File: config.mk
export PLATFORM = sky130hd
export DESIGN_NAME = gate_interlock_output_logic
export DESIGN_NICKNAME = d
export VERILOG_FILES = /design/src/gate_interlock_pkg.sv /design/src/gate_plaus_if.sv /design/src/gate_plausibility_monitor.sv /design/src/gate_interlock_output_logic.sv
export SDC_FILE = /design/constraint.sdc
export NUM_CORES = 1
export LEC_CHECK = 0
export ABC_AREA = 1
export BUFFER_PORTS_ARGS = -buffer_cell sky130_fd_sc_hd__buf_2
export CORE_MARGIN = 5
export CORE_UTILIZATION = 45
export DETAILED_ROUTE_END_ITERATION = 6
export GPL_TIMING_DRIVEN = 0
export SYNTH_ARGS = -nofsm -noshare
export SYNTH_HDL_FRONTEND = slang
export SYNTH_HIERARCHICAL = 1
export SYNTH_SLANG_ARGS = --single-unit
export TNS_END_PERCENT = 5
File: constraint.sdc
create_clock -name ref_clk -period 3.8 [get_ports ref_clk]
set_input_delay 0 -clock ref_clk [delete_from_list [all_inputs] [get_ports ref_clk]]
set_output_delay 0 -clock ref_clk [all_outputs]
set_load 0.005 [all_outputs]
File: src/gate_interlock_pkg.sv
package gate_interlock_pkg;

    // ****************************************************************
    // Register map (byte addresses on the APB)
    // ****************************************************************
    localparam logic [7:0] ADDR_CTRL = 8'h00;
    localparam logic [7:0] ADDR_STATUS = 8'h04;
    localparam logic [7:0] ADDR_IRQ_STATUS = 8'h08;
    localparam logic [7:0] ADDR_IRQ_CLEAR = 8'h0C;
    localparam logic [7:0] ADDR_IRQ_ENABLE = 8'h10;
    localparam logic [7:0] ADDR_DIAG_TX = 8'h14;
    localparam logic [7:0] ADDR_DIAG_RX = 8'h18;

    // ****************************************************************
    // Field positions
    // ****************************************************************
    localparam int CTRL_DIAG_ALLOW = 0;
    localparam int ST_SAFETY_OUT = 0;
    localparam int ST_ACTUATOR = 1;
    localparam int ST_LOCKED = 2;
    localparam int ST_SERIES_A = 3;
    localparam int ST_SERIES_B = 4;
    localparam int ST_UNEQUAL = 5;
    localparam int ST_PLAUS_ERR = 6;
    localparam int ST_ATTACHED = 7;
    localparam int ST_LOCK_REQ_A = 8;
    localparam int ST_LOCK_REQ_B = 9;
    localparam int ST_TX_BUSY = 10;
    localparam int IRQ_WIDTH = 5;
    localparam int IRQ_OUT_DROP = 0;
    localparam int IRQ_UNEQUAL = 1;
    localparam int IRQ_PLAUS_ERR = 2;
    localparam int IRQ_RX_BYTE = 3;
    localparam int IRQ_TX_DONE = 4;

    // ****************************************************************
    // Reset values
    // ****************************************************************
    localparam logic CTRL_RESET = 1'h1;
    localparam logic [IRQ_WIDTH-1:0] IRQ_ENABLE_RESET = 5'h00;
    // Pin order: diag_in, lock_req_b, lock_req_a, locked, actuator, series_b, series_a
    localparam int PIN_COUNT = 7;
    localparam logic [PIN_COUNT-1:0] PIN_RESET = 7'h40;

    // ****************************************************************
    // Timing
    // ****************************************************************
    localparam int CLK_HZ = 50_000_000;
    localparam int FLASH_HALF_MS = 250;
    localparam int FLASH_HALF_CYCLES = FLASH_HALF_MS * (CLK_HZ / 1000);
    localparam int DIAG_BIT_US = 100;
    localparam int DIAG_BIT_CYCLES = DIAG_BIT_US * (CLK_HZ / 1_000_000);
    localparam int DIAG_FRAME_BITS = 10;

    typedef enum logic [1:0] {PL_NORMAL, PL_UNEQUAL, PL_LOCKOUT} plaus_state_t;

endpackage

File: src/gate_plaus_if.sv
`timescale 1ns/1ps
// Synchronised series inputs out, plausibility verdict back
interface gate_plaus_if;
    logic series_a;
    logic series_b;
    logic unequal;
    logic plaus_error;
    logic inputs_ok;
    modport owner (output series_a, output series_b, input unequal, input plaus_error, input inputs_ok);
    modport monitor (input series_a, input series_b, output unequal, output plaus_error, output inputs_ok);
endinterface

File: src/gate_plausibility_monitor.sv
`timescale 1ns/1ps
module gate_plausibility_monitor
    import gate_interlock_pkg::*;
(
    input wire logic ref_clk,
    input wire logic sys_rst,
    gate_plaus_if.monitor plaus
);
    plaus_state_t state;
    plaus_state_t next_state;
    logic both_high;
    logic both_low;
    logic prev_both_high;

    assign both_high = plaus.series_a && plaus.series_b;
    assign both_low = !plaus.series_a && !plaus.series_b;

    // ****************************************************************
    // Plausibility state
    // ****************************************************************
    // One input dropping alone marks the pair unequal
    always_comb
    begin
        next_state = state;
        unique case (state)
            PL_NORMAL:
                if (prev_both_high && (plaus.series_a ^ plaus.series_b))
                    next_state = PL_UNEQUAL;
            PL_UNEQUAL:
                if (both_low)
                    next_state = PL_NORMAL;
                else if (both_high)
                    next_state = PL_LOCKOUT;
            PL_LOCKOUT:
                if (both_low)
                    next_state = PL_NORMAL;
        endcase
    end

    // State and previous-pair history
    always_ff @(posedge ref_clk)
    begin
        if (sys_rst)
        begin
            state <= PL_NORMAL;
            prev_both_high <= 1'h0;
        end
        else
        begin
            state <= next_state;
            prev_both_high <= both_high;
        end
    end

    // Yellow flash covers both unequal and lockout
    assign plaus.unequal = (state != PL_NORMAL);
    assign plaus.plaus_error = (state == PL_LOCKOUT);
    assign plaus.inputs_ok = (state == PL_NORMAL) && both_high;
endmodule // gate_plausibility_monitor

File: src/gate_interlock_output_logic.sv
// Local design decisions: the register offsets and the APB register port.
`timescale 1ns/1ps
// Operation
// - Both safety outputs are high only while actuator is detected, locking pin is locked and both series inputs are high.
// - Both safety outputs go low as soon as any one of those enabling conditions is missing.
// - One series input falling while the other stays high flags an unequal status, shown by a yellow flashing input lamp.
// - The fallen input rising again while the other stayed high raises a plausibility error and a partial lockout.
// - After an unequal status, normal operation returns only after both series inputs have been seen low together.
// - An attached diagnostic fieldbus module makes the device activate its diagnostic input and read data from it.
// - The combined signal/diagnostic output presents the actuator-detected status.
// - With a fieldbus module attached, the combined output carries written diagnostic data instead.
// - The safety outputs depend on actuator position and on the locking pin driven by the lock requests.
module gate_interlock_output_logic
    import gate_interlock_pkg::*;
#(
    parameter int FLASH_CYCLES = FLASH_HALF_CYCLES,
    parameter int BIT_CYCLES = DIAG_BIT_CYCLES
)
(
    input wire logic ref_clk,
    input wire logic sys_rst,
    input wire logic psel,
    input wire logic penable,
    input wire logic pwrite,
    input wire logic [7:0] paddr,
    input wire logic [31:0] pwdata,
    output logic [31:0] prdata,
    output logic pready,
    output logic pslverr,
    output logic irq,
    input wire logic series_in_a,
    input wire logic series_in_b,
    input wire logic lock_request_a,
    input wire logic lock_request_b,
    input wire logic actuator_detected,
    input wire logic lock_confirmed,
    input wire logic diag_in,
    output logic diag_signal_out,
    output logic safety_out_a,
    output logic safety_out_b,
    output logic input_led_yellow
);

    // ****************************************************************
    // Elaboration checks
    // ****************************************************************
    if (FLASH_CYCLES < 2)
        $error("FLASH_CYCLES must be at least 2");
    if (BIT_CYCLES < 4)
        $error("BIT_CYCLES must be at least 4");

    gate_plaus_if plaus ();

    logic [PIN_COUNT-1:0] pin_raw;
    logic [PIN_COUNT-1:0] pin_meta;
    logic [PIN_COUNT-1:0] pin_sync;
    logic act_s;
    logic lock_s;
    logic req_a_s;
    logic req_b_s;
    logic diag_s;
    logic diag_prev;
    logic out_enable;
    logic ctrl_diag_allow;
    logic [IRQ_WIDTH-1:0] irq_status;
    logic [IRQ_WIDTH-1:0] irq_enable;
    logic [IRQ_WIDTH-1:0] irq_event;
    logic [IRQ_WIDTH-1:0] irq_clear;
    logic prev_unequal;
    logic prev_plaus_error;
    logic fieldbus_attached;
    logic [31:0] flash_cnt;
    logic flash_phase;
    logic rx_busy;
    logic [31:0] rx_cnt;
    logic [3:0] rx_bit;
    logic [7:0] rx_shift;
    logic [7:0] rx_data;
    logic rx_done;
    logic tx_busy;
    logic [31:0] tx_cnt;
    logic [3:0] tx_bit;
    logic [9:0] tx_frame;
    logic tx_done;
    logic tx_start;
    logic apb_write;
    logic apb_setup;

    // Word decode shared by read and write paths
    function automatic logic addr_mapped(input logic [7:0] a);
        return (a == ADDR_CTRL) || (a == ADDR_STATUS) || (a == ADDR_IRQ_STATUS) || (a == ADDR_IRQ_CLEAR)
            || (a == ADDR_IRQ_ENABLE) || (a == ADDR_DIAG_TX) || (a == ADDR_DIAG_RX);
    endfunction

    // ****************************************************************
    // Pin synchronisers
    // ****************************************************************
    assign pin_raw = {diag_in, lock_request_b, lock_request_a, lock_confirmed, actuator_detected,
        series_in_b, series_in_a};

    // Two flops per pin; the first stage feeds only the second
    genvar gi;
    for (gi = 0; gi < PIN_COUNT; gi++)
    begin : g_sync
        always_ff @(posedge ref_clk)
        begin
            if (sys_rst)
            begin
                pin_meta[gi] <= PIN_RESET[gi];
                pin_sync[gi] <= PIN_RESET[gi];
            end
            else
            begin
                pin_meta[gi] <= pin_raw[gi];
                pin_sync[gi] <= pin_meta[gi];
            end
        end
    end

    assign plaus.series_a = pin_sync[0];
    assign plaus.series_b = pin_sync[1];
    assign act_s = pin_sync[2];
    assign lock_s = pin_sync[3];
    assign req_a_s = pin_sync[4];
    assign req_b_s = pin_sync[5];
    assign diag_s = pin_sync[6];

    gate_plausibility_monitor u_plaus (
        .ref_clk (ref_clk),
        .sys_rst (sys_rst),
        .plaus (plaus.monitor)
    );

    // ****************************************************************
    // Safety outputs
    // ****************************************************************
    // Locked pin is the only path by which lock requests reach the outputs
    assign out_enable = act_s && lock_s && plaus.inputs_ok;

    // Registered so both channels switch on the same edge
    always_ff @(posedge ref_clk)
    begin
        if (sys_rst)
        begin
            safety_out_a <= 1'h0;
            safety_out_b <= 1'h0;
        end
        else
        begin
            safety_out_a <= out_enable;
            safety_out_b <= out_enable;
        end
    end

    // ****************************************************************
    // Input indicator flash
    // ****************************************************************
    // Free-running blink so the lamp phase is independent of the fault time
    always_ff @(posedge ref_clk)
    begin
        if (sys_rst)
        begin
            flash_cnt <= 32'h0;
            flash_phase <= 1'h0;
        end
        else if (flash_cnt == 32'(FLASH_CYCLES - 1))
        begin
            flash_cnt <= 32'h0;
            flash_phase <= !flash_phase;
        end
        else
            flash_cnt <= flash_cnt + 32'h1;
    end

    // Lamp lit during the on phase while unequal or locked out
    always_ff @(posedge ref_clk)
    begin
        if (sys_rst)
            input_led_yellow <= 1'h0;
        else
            input_led_yellow <= plaus.unequal && flash_phase;
    end

    // ****************************************************************
    // Diagnostic input: attach detection and receiver
    // ****************************************************************
    // Idle line is high; the first start bit marks an attached module until reset
    always_ff @(posedge ref_clk)
    begin
        if (sys_rst)
        begin
            fieldbus_attached <= 1'h0;
            diag_prev <= 1'h1;
        end
        else
        begin
            diag_prev <= diag_s;
            if (ctrl_diag_allow && diag_prev && !diag_s)
                fieldbus_attached <= 1'h1;
        end
    end

    // Start, eight data bits LSB first, stop; sampled mid-bit
    always_ff @(posedge ref_clk)
    begin
        if (sys_rst)
        begin
            rx_busy <= 1'h0;
            rx_cnt <= 32'h0;
            rx_bit <= 4'h0;
            rx_shift <= 8'h00;
            rx_data <= 8'h00;
            rx_done <= 1'h0;
        end
        else
        begin
            rx_done <= 1'h0;
            if (!rx_busy)
            begin
                if (ctrl_diag_allow && diag_prev && !diag_s)
                begin
                    rx_busy <= 1'h1;
                    rx_cnt <= 32'(BIT_CYCLES / 2);
                    rx_bit <= 4'h0;
                end
            end
            else if (rx_cnt == 32'(BIT_CYCLES - 1))
            begin
                rx_cnt <= 32'h0;
                rx_bit <= rx_bit + 4'h1;
                if (rx_bit == 4'(DIAG_FRAME_BITS - 1))
                begin
                    rx_busy <= 1'h0;
                    rx_data <= rx_shift;
                    rx_done <= 1'h1;
                end
                else if (rx_bit != 4'h0)
                    rx_shift <= {diag_s, rx_shift[7:1]};
            end
            else
                rx_cnt <= rx_cnt + 32'h1;
        end
    end

    // ****************************************************************
    // Signal/diagnostic output
    // ****************************************************************
    assign tx_start = apb_write && (paddr == ADDR_DIAG_TX) && fieldbus_attached && !tx_busy;

    // Writes while unattached or busy are dropped; the line keeps its meaning
    always_ff @(posedge ref_clk)
    begin
        if (sys_rst)
        begin
            tx_busy <= 1'h0;
            tx_cnt <= 32'h0;
            tx_bit <= 4'h0;
            tx_frame <= 10'h3FF;
            tx_done <= 1'h0;
        end
        else
        begin
            tx_done <= 1'h0;
            if (tx_start)
            begin
                tx_busy <= 1'h1;
                tx_cnt <= 32'h0;
                tx_bit <= 4'h0;
                tx_frame <= {1'h1, pwdata[7:0], 1'h0};
            end
            else if (tx_busy)
            begin
                if (tx_cnt == 32'(BIT_CYCLES - 1))
                begin
                    tx_cnt <= 32'h0;
                    tx_frame <= {1'h1, tx_frame[9:1]};
                    tx_bit <= tx_bit + 4'h1;
                    if (tx_bit == 4'(DIAG_FRAME_BITS - 1))
                    begin
                        tx_busy <= 1'h0;
                        tx_done <= 1'h1;
                    end
                end
                else
                    tx_cnt <= tx_cnt + 32'h1;
            end
        end
    end

    // Actuator status until a module attaches, then frame data
    always_ff @(posedge ref_clk)
    begin
        if (sys_rst)
            diag_signal_out <= 1'h0;
        else if (fieldbus_attached)
            diag_signal_out <= tx_start ? 1'h0 : (tx_busy ? tx_frame[0] : 1'h1);
        else
            diag_signal_out <= act_s;
    end

    // ****************************************************************
    // Interrupts
    // ****************************************************************
    assign irq_event[IRQ_OUT_DROP] = safety_out_a && !out_enable;
    assign irq_event[IRQ_UNEQUAL] = plaus.unequal && !prev_unequal;
    assign irq_event[IRQ_PLAUS_ERR] = plaus.plaus_error && !prev_plaus_error;
    assign irq_event[IRQ_RX_BYTE] = rx_done;
    assign irq_event[IRQ_TX_DONE] = tx_done;
    assign irq_clear = (apb_write && paddr == ADDR_IRQ_CLEAR) ? pwdata[IRQ_WIDTH-1:0] : '0;

    // Sticky bits: an event in the clearing cycle survives
    always_ff @(posedge ref_clk)
    begin
        if (sys_rst)
        begin
            irq_status <= '0;
            prev_unequal <= 1'h0;
            prev_plaus_error <= 1'h0;
        end
        else
        begin
            irq_status <= (irq_status & ~irq_clear) | irq_event;
            prev_unequal <= plaus.unequal;
            prev_plaus_error <= plaus.plaus_error;
        end
    end

    assign irq = |(irq_status & irq_enable);

    // ****************************************************************
    // APB slave
    // ****************************************************************
    assign apb_setup = psel && !penable;
    assign apb_write = psel && penable && pwrite;
    assign pready = 1'h1;
    assign pslverr = psel && penable && !addr_mapped(paddr);

    // Writable registers update only at the access edge
    always_ff @(posedge ref_clk)
    begin
        if (sys_rst)
        begin
            ctrl_diag_allow <= CTRL_RESET;
            irq_enable <= IRQ_ENABLE_RESET;
        end
        else if (apb_write && paddr == ADDR_CTRL)
            ctrl_diag_allow <= pwdata[CTRL_DIAG_ALLOW];
        else if (apb_write && paddr == ADDR_IRQ_ENABLE)
            irq_enable <= pwdata[IRQ_WIDTH-1:0];
    end

    // Read data captured in the setup cycle, so it is a flop at access
    always_ff @(posedge ref_clk)
    begin
        if (sys_rst)
            prdata <= 32'h0;
        else if (apb_setup && !pwrite)
        begin
            prdata <= 32'h0;
            unique case (paddr)
                ADDR_CTRL: prdata[CTRL_DIAG_ALLOW] <= ctrl_diag_allow;
                ADDR_STATUS:
                begin
                    prdata[ST_SAFETY_OUT] <= safety_out_a;
                    prdata[ST_ACTUATOR] <= act_s;
                    prdata[ST_LOCKED] <= lock_s;
                    prdata[ST_SERIES_A] <= plaus.series_a;
                    prdata[ST_SERIES_B] <= plaus.series_b;
                    prdata[ST_UNEQUAL] <= plaus.unequal;
                    prdata[ST_PLAUS_ERR] <= plaus.plaus_error;
                    prdata[ST_ATTACHED] <= fieldbus_attached;
                    prdata[ST_LOCK_REQ_A] <= req_a_s;
                    prdata[ST_LOCK_REQ_B] <= req_b_s;
                    prdata[ST_TX_BUSY] <= tx_busy;
                end
                ADDR_IRQ_STATUS: prdata[IRQ_WIDTH-1:0] <= irq_status;
                ADDR_IRQ_ENABLE: prdata[IRQ_WIDTH-1:0] <= irq_enable;
                ADDR_DIAG_RX: prdata[7:0] <= rx_data;
                default: prdata <= 32'h0;
            endcase
        end
    end
endmodule // gate_interlock_output_logic

==> reports/qor.csv, run 1 <==
metric,value,unit
synth_top_family_by_area,simple AND/OR/NAND/NOR gates,
fin_crit_sh,0.4950,
antenna_found_initial,0,
end_kind,register,
core-area,21690,um2
yosysWarnings,6,
grt_use_total,0.2061,
hold_class,input port to register,
clk_pin_slew,80,ps
fp-row-count,54,
slew_headroom,0.4945,
synth_top_flop_cell,dfxtp_1,
root_buffer,clkbuf_16,
fillerInstances,2202,
crit_fanout,10,
htree_num_levels,4,
grt_first_pass_wirelength,41700,um
via_per_inst,4.879,
first_pass_iters,5,
synth.mux.area_fraction,0,
ys_ff_latch,180,
io_pins,91,
avgRoutedWirePerCell,13.31,um
leakage,4.495,nW
drive_gt1_frac,0.1057,
io_buffers,44,
grt_pass1_vias,8577,
fin_hold_ws,23.11,ps
synthTopCellsByArea,"dfxtp_1, nand2_1, nor2_1",
run_status,"complete, no violations",
r2r_setup_slack,1920,ps
diodes,0,
ant_nets,0,
dp_hpwl,19360,um
cts_buffers,17,
clk_latency,450,ps
hold_viol,0,
die_h,158,um
die_w,158,um
regArea,3603,um2
globalplace.congestion,0.8888,
required,4130,ps
ir_drop,0.0002562,V
syn_to_final_growth,14.53,%
min_period,1881,ps
synthXorXnorAreaFrac,0.04087,
overflow,0,
die_area,24960,um2
start_kind,register,
yosysTopAreaCellShare,0.3656,
cts_sinks,180,
via_count,9305,
drtIter0Drc,633,
synthCells,1515,
wirelength,25370,um
clock_path_buffers,2,
fmax,531.7,MHz
critPathArrivalTime,2220,ps
cts_tree,built,
synth_top_cell_by_area,dfxtp_1,
grt_max_degree,22,
worst_pin_slew,752.5,ps
synth.cell_area,9857,um2
multi_input_area,5253,um2
synthAdderAreaFrac,0.01650,
synth_area_per_cell,6.506,um2
synth_edf_count,0,
synth_compound_area_frac,0.07730,
seq_area_frac_synth,0.3656,
drv_cap,0,
power.density,364.0,nW/um2
drc,0,
fin_setup_tns,0,ps
path_class,register to register,
finalMaxSlewViolations,0,
setup_viol,0,
synth_simple_gate_area_frac,0.3898,
async_reset_ff_frac,0,
skew,11.88,ps
cts_setup_buffers,0,
nNetsFinal,1679,
rsz0062_at_grt,no,
yosys.cell_types.count,42,
initial_core_util,0.4545,
[flip-flops by register name, summed over array words and instances, names as in the netlist, 2 cells and up]
register	count
tx_cnt	32
rx_shift	8
tx_bit	4
rx_data	8
irq_status	5
prdata	11
tx_frame	9
rx_cnt	32
irq_enable	5
flash_cnt	32
pin_meta	7
u_plaus/state	2
rx_bit	4
[power by group]
| part | switching (mW) | leakage, nW | internal, mW |
|---|---|---|---|
| registers | 0.0303 | 1.46 | 1.93 |
| logic | 0.205 | 2.74 | 0.124 |
| clock network | 0.917 | 0.302 | 0.903 |
| total | 1.15 | 4.50 | 2.96 |
[placed cells by master (no fill, tap or decap), drive strengths merged, types with 22 or more instances in the layout]
master  netlist  final
o21ai        46     46
xor2         34     34
nand3       122    122
nor2        279    279
dfxtp       180    180
nand4        38     38
conb          2     22
nor3         24     24
a21oi        81     81
buf          43     87
inv         192    198
clkbuf       13     30
nand2       391    391
[final timing paths]
kind,start,endpoint,cells after the start
max,flash_cnt[0]$_SDFF_PP0_,flash_cnt[14]$_SDFF_PP0_,9
min,pwrite,prdata[10]$_SDFFE_PP0P_,4
max reg2reg,flash_cnt[0]$_SDFF_PP0_,flash_cnt[14]$_SDFF_PP0_,9
min reg2reg,pin_meta[1]$_SDFF_PP0_,plaus.series_b$_SDFF_PP0_,2
[metrics by stage]
stage	worst slack (ps)	power [mW]	cell area [um2]	utilization	std cells
floorplan	2231	2.220	9932	-	1535
global route	1679	4.307	11290	0.5205	1907
global placement	1952	2.320	10500	0.4843	1859
CTS	1901	4.158	11290	0.5205	1907
detailed placement	1912	2.324	10500	0.4843	1859
finish	1919	4.109	11290	0.5205	1907
[cell families after synthesis]
group	after synthesis
other	2
adders and majority gates	13
xor gates and xnor gates	46
and+or+nand+nor	880
DFF	180
AOI/OAI and AO/OA	144
buffers and inverters	250
[critical path: stages (launching register included)]
cell	delay, ps
dfxtp_1	350
ha_1	180
nand2_1	70
nor2_1	260
nand2_1	90
nor2_1	210
nand2_1	130
nand2_1	130
buf_2	280
nor2_1	80
[Yosys cell counts (12+ instances only)]
master,instances
clkbuf_1,13
inv_1,185
nor3_1,22
xnor2_1,12
buf_4,23
ha_1,13
nand4_1,38
dfxtp_1,180
o21ai_0,46
nand3_1,115
nand2_1,381
nor2_2,20
a21oi_1,80
nor2_1,254
xor2_1,34
[layer usage]
layer / track usage / vias to the layer above / part of all wire
met5: 0 / - / 0
met4: 0.04630 / 0 / 0.013
met3: 0.03827 / 34 / 0.039
met2: 0.3458 / 173 / 0.47
li1: - / 4943 / -
met1: 0.2772 / 4155 / 0.48
[area by class of cell]
type                            instances  share of cell area
Multi-Input combinational cell       1105              0.4653
Timing Repair Buffer                   60             0.03369
Inverter                              194             0.06450
Tap cell                              280             0.03103
Clock inverter                         15             0.01784
Buffer                                 56             0.03081
Sequential cell                       180              0.3192
Clock buffer                           17             0.03768
[repair_timing]
action,in CTS,in global routing
hold buffers,16,0
gates resized for setup,0,0
hold endpoints to repair,25,0
Note: power is estimated with default switching activity, not from simulation.
==> inputs of run 2 (changes only) <==
==> constraint.sdc (replaced) <==
create_clock -name ref_clk -period 1.82 [get_ports ref_clk]
set_input_delay 0 -clock ref_clk [delete_from_list [all_inputs] [get_ports ref_clk]]
set_output_delay 0 -clock ref_clk [all_outputs]
set_load 0.005 [all_outputs]
==> run 2 against run 1 <==
Effect of this change: fmax up 9.7%; highest routed layer unchanged; sequential power up 110%; cell area up 0.59%; wire length up 0.33%; critical path type unchanged; worst hold slack better by 5.4 ps; critical endpoint is now rx_cnt[0]$_SDFFE_PP0P_; clock power up 110%; die area unchanged.
==> reports/qor.csv, run 2 (synthesis gave the netlist of run 1 again) <==
metric,value,unit,change
io_pins,91,,unchanged
cp_slowest_stage_delay,390,ps,+40 ps
final_cell_count_no_fill,1907,,unchanged
slew_headroom,0.4914,,-0.003072
io_buffers,44,,unchanged
fmax,583.5,MHz,+9.7%
grt_first_pass_wirelength,41740,um,+0.10%
grt_pass1_vias,8572,,-0.058%
grt_max_degree,22,,unchanged
use_met3,0.03827,,unchanged
cts_sinks,180,,unchanged
drv_cap,0,,unchanged
hold_class,input port to register,,
final_cell_mix,"nand2_1, nor2_1, inv_1",,
globalplace.congestion,0.8888,,unchanged
drc,0,,unchanged
layout_commonest_cell,nand2_1,,
cts_tree,built,,
setup_viol,0,,unchanged
root_buffer,clkbuf_16,,
htree_num_levels,4,,unchanged
avgRoutedWirePerCell,13.35,um,+0.33%
via_count,9372,,+0.72%
die_area,24960,um2,unchanged
fp-row-count,54,,unchanged
grt_busiest_layer,met2,,
r2r_start,rx_cnt[0]$_SDFFE_PP0P_,,
rr_endpoint,rx_cnt[0]$_SDFFE_PP0P_,,
finalMaxSlewViolations,0,,unchanged
wirelength,25460,um,+0.33%
die_h,158,um,unchanged
dp_hpwl,19360,um,unchanged
drtIter0Drc,584,,-7.7%
run_status,"complete, no violations",,
grt_use_total,0.2063,,about the same
top_regs,"flash_cnt: 32 flops, rx_cnt: 32 flops, tx_cnt: 32 flops",,
place_inst,1859,,unchanged
fin_hold_ws,28.55,ps,+5.431 ps
crit_chain,ha_2 > nand2_2 > inv_2 > nand2_1 > nor2_2 > nand2_2 > nor2_8 > nor2_2 > buf_6 > nor2_1 > nor2_1,,
core-area,21690,um2,unchanged
syn_to_final_growth,15.21,%,
fillerInstances,2195,,-0.32%
ant_nets,0,,unchanged
rsz0062_at_grt,yes,,
clk_pin_slew,80,ps,about the same
ir_drop,0.0005336,V,+110%
via_per_inst,4.915,,+0.72%
end_kind,register,,
hold_viol,0,,unchanged
worst_pin_slew,757.1,ps,+4.572 ps
met2_usage,0.3456,,about the same
required,2160,ps,-1970 ps
fin_crit_sh,0.9417,,+0.4467
nNetsFinal,1679,,unchanged
slowest_stage,dfxtp_4,,
cts_setup_buffers,0,,unchanged
cts_buffers,17,,unchanged
clk_latency,450,ps,about the same
die_w,158,um,unchanged
antenna_found_initial,0,,unchanged
power.density,754.7,nW/um2,+110%
leakage,4.508,nW,+0.28%
min_period,1714,ps,-167.0 ps
r2r_setup_slack,110,ps,-1810 ps
use_met1,0.2777,,+0.0005052
skew,12.62,ps,+0.7462 ps
cp-endpoint,rx_cnt[0]$_SDFFE_PP0P_,,
start_kind,register,,
drive_gt1_frac,0.1168,,+0.01106
crit_fanout,10,,unchanged
diodes,0,,unchanged
critPathArrivalTime,2050,ps,-170 ps
initial_core_util,0.4545,,unchanged
clock_path_buffers,2,,unchanged
overflow,0,,unchanged
startpoint,rx_cnt[0]$_SDFFE_PP0P_,,
first_pass_iters,4,,-1
r2r_cells,11,,+2
path_class,register to register,,
==> run 2: final cells by class <==
class,count,area (um2),share of cell area
sequential,180,3608,0.3178
buffer,56,361.6,0.03184
tap,280,350.3,0.03085
clock inverter,15,201.4,0.01774
inverter,194,728.2,0.06413
multi-input combinational,1105,5300,0.4667
clock buffer,17,425.4,0.03746
timing repair buffer,60,380.4,0.03349
==> run 2: metrics by stage <==
stage               TNS, ps  setup WS, ps  power, mW    util  cell area (um2)
floorplan                 0         250.9      4.636       -             9932
global placement     -132.2        -27.84      4.844  0.4843            10500
detailed placement   -973.0        -67.80      4.852  0.4843            10500
CTS                       0         1.865      8.682  0.5207            11290
global route         -121.9        -19.92      8.995  0.5236            11360
finish                    0         106.1      8.570  0.5236            11360
==> run 2: worst min-delay path by stage <==
stage,start,to,depth (start not counted)
2_1_floorplan,sys_rst,u_plaus/prev_both_high$_SDFF_PP0_,1
3_5_place_dp,diag_in,pin_meta[6]$_SDFF_PP1_,2
4_1_cts,pwrite,prdata[10]$_SDFFE_PP0P_,4
6_report,pwrite,prdata[10]$_SDFFE_PP0P_,4
5_1_grt,pwrite,prdata[10]$_SDFFE_PP0P_,4
3_3_place_gp,diag_in,pin_meta[6]$_SDFF_PP1_,2
==> run 2: critical path, delay by kind of cell, from the launching register on <==
kind,cells,cell delay [ps]
simple gates,8,770
flops,1,390
buf+inv,2,230
fa+ha+maj,1,200
==> run 2: metal layers <==
metal  routed length (um)  vias up
li1                     -     4939
met1                12150     4217
met2                11960      189
met3                 1072       27
met4                  279        0
met5                    0        -
==> run 2: power breakdown <==
part | internal, mW | switching [mW] | total (mW)
logic | 0.261 | 0.429 | 0.690
registers | 4.03 | 0.0640 | 4.10
clock network | 1.88 | 1.90 | 3.78
==> run 2: repair_timing <==
item | CTS | global route
resized for setup | 2 | 30
hold endpoints to repair | 25 | 0
gates cloned | 0 | 0
hold buffers | 16 | 0
setup endpoints to repair | 31 | 74
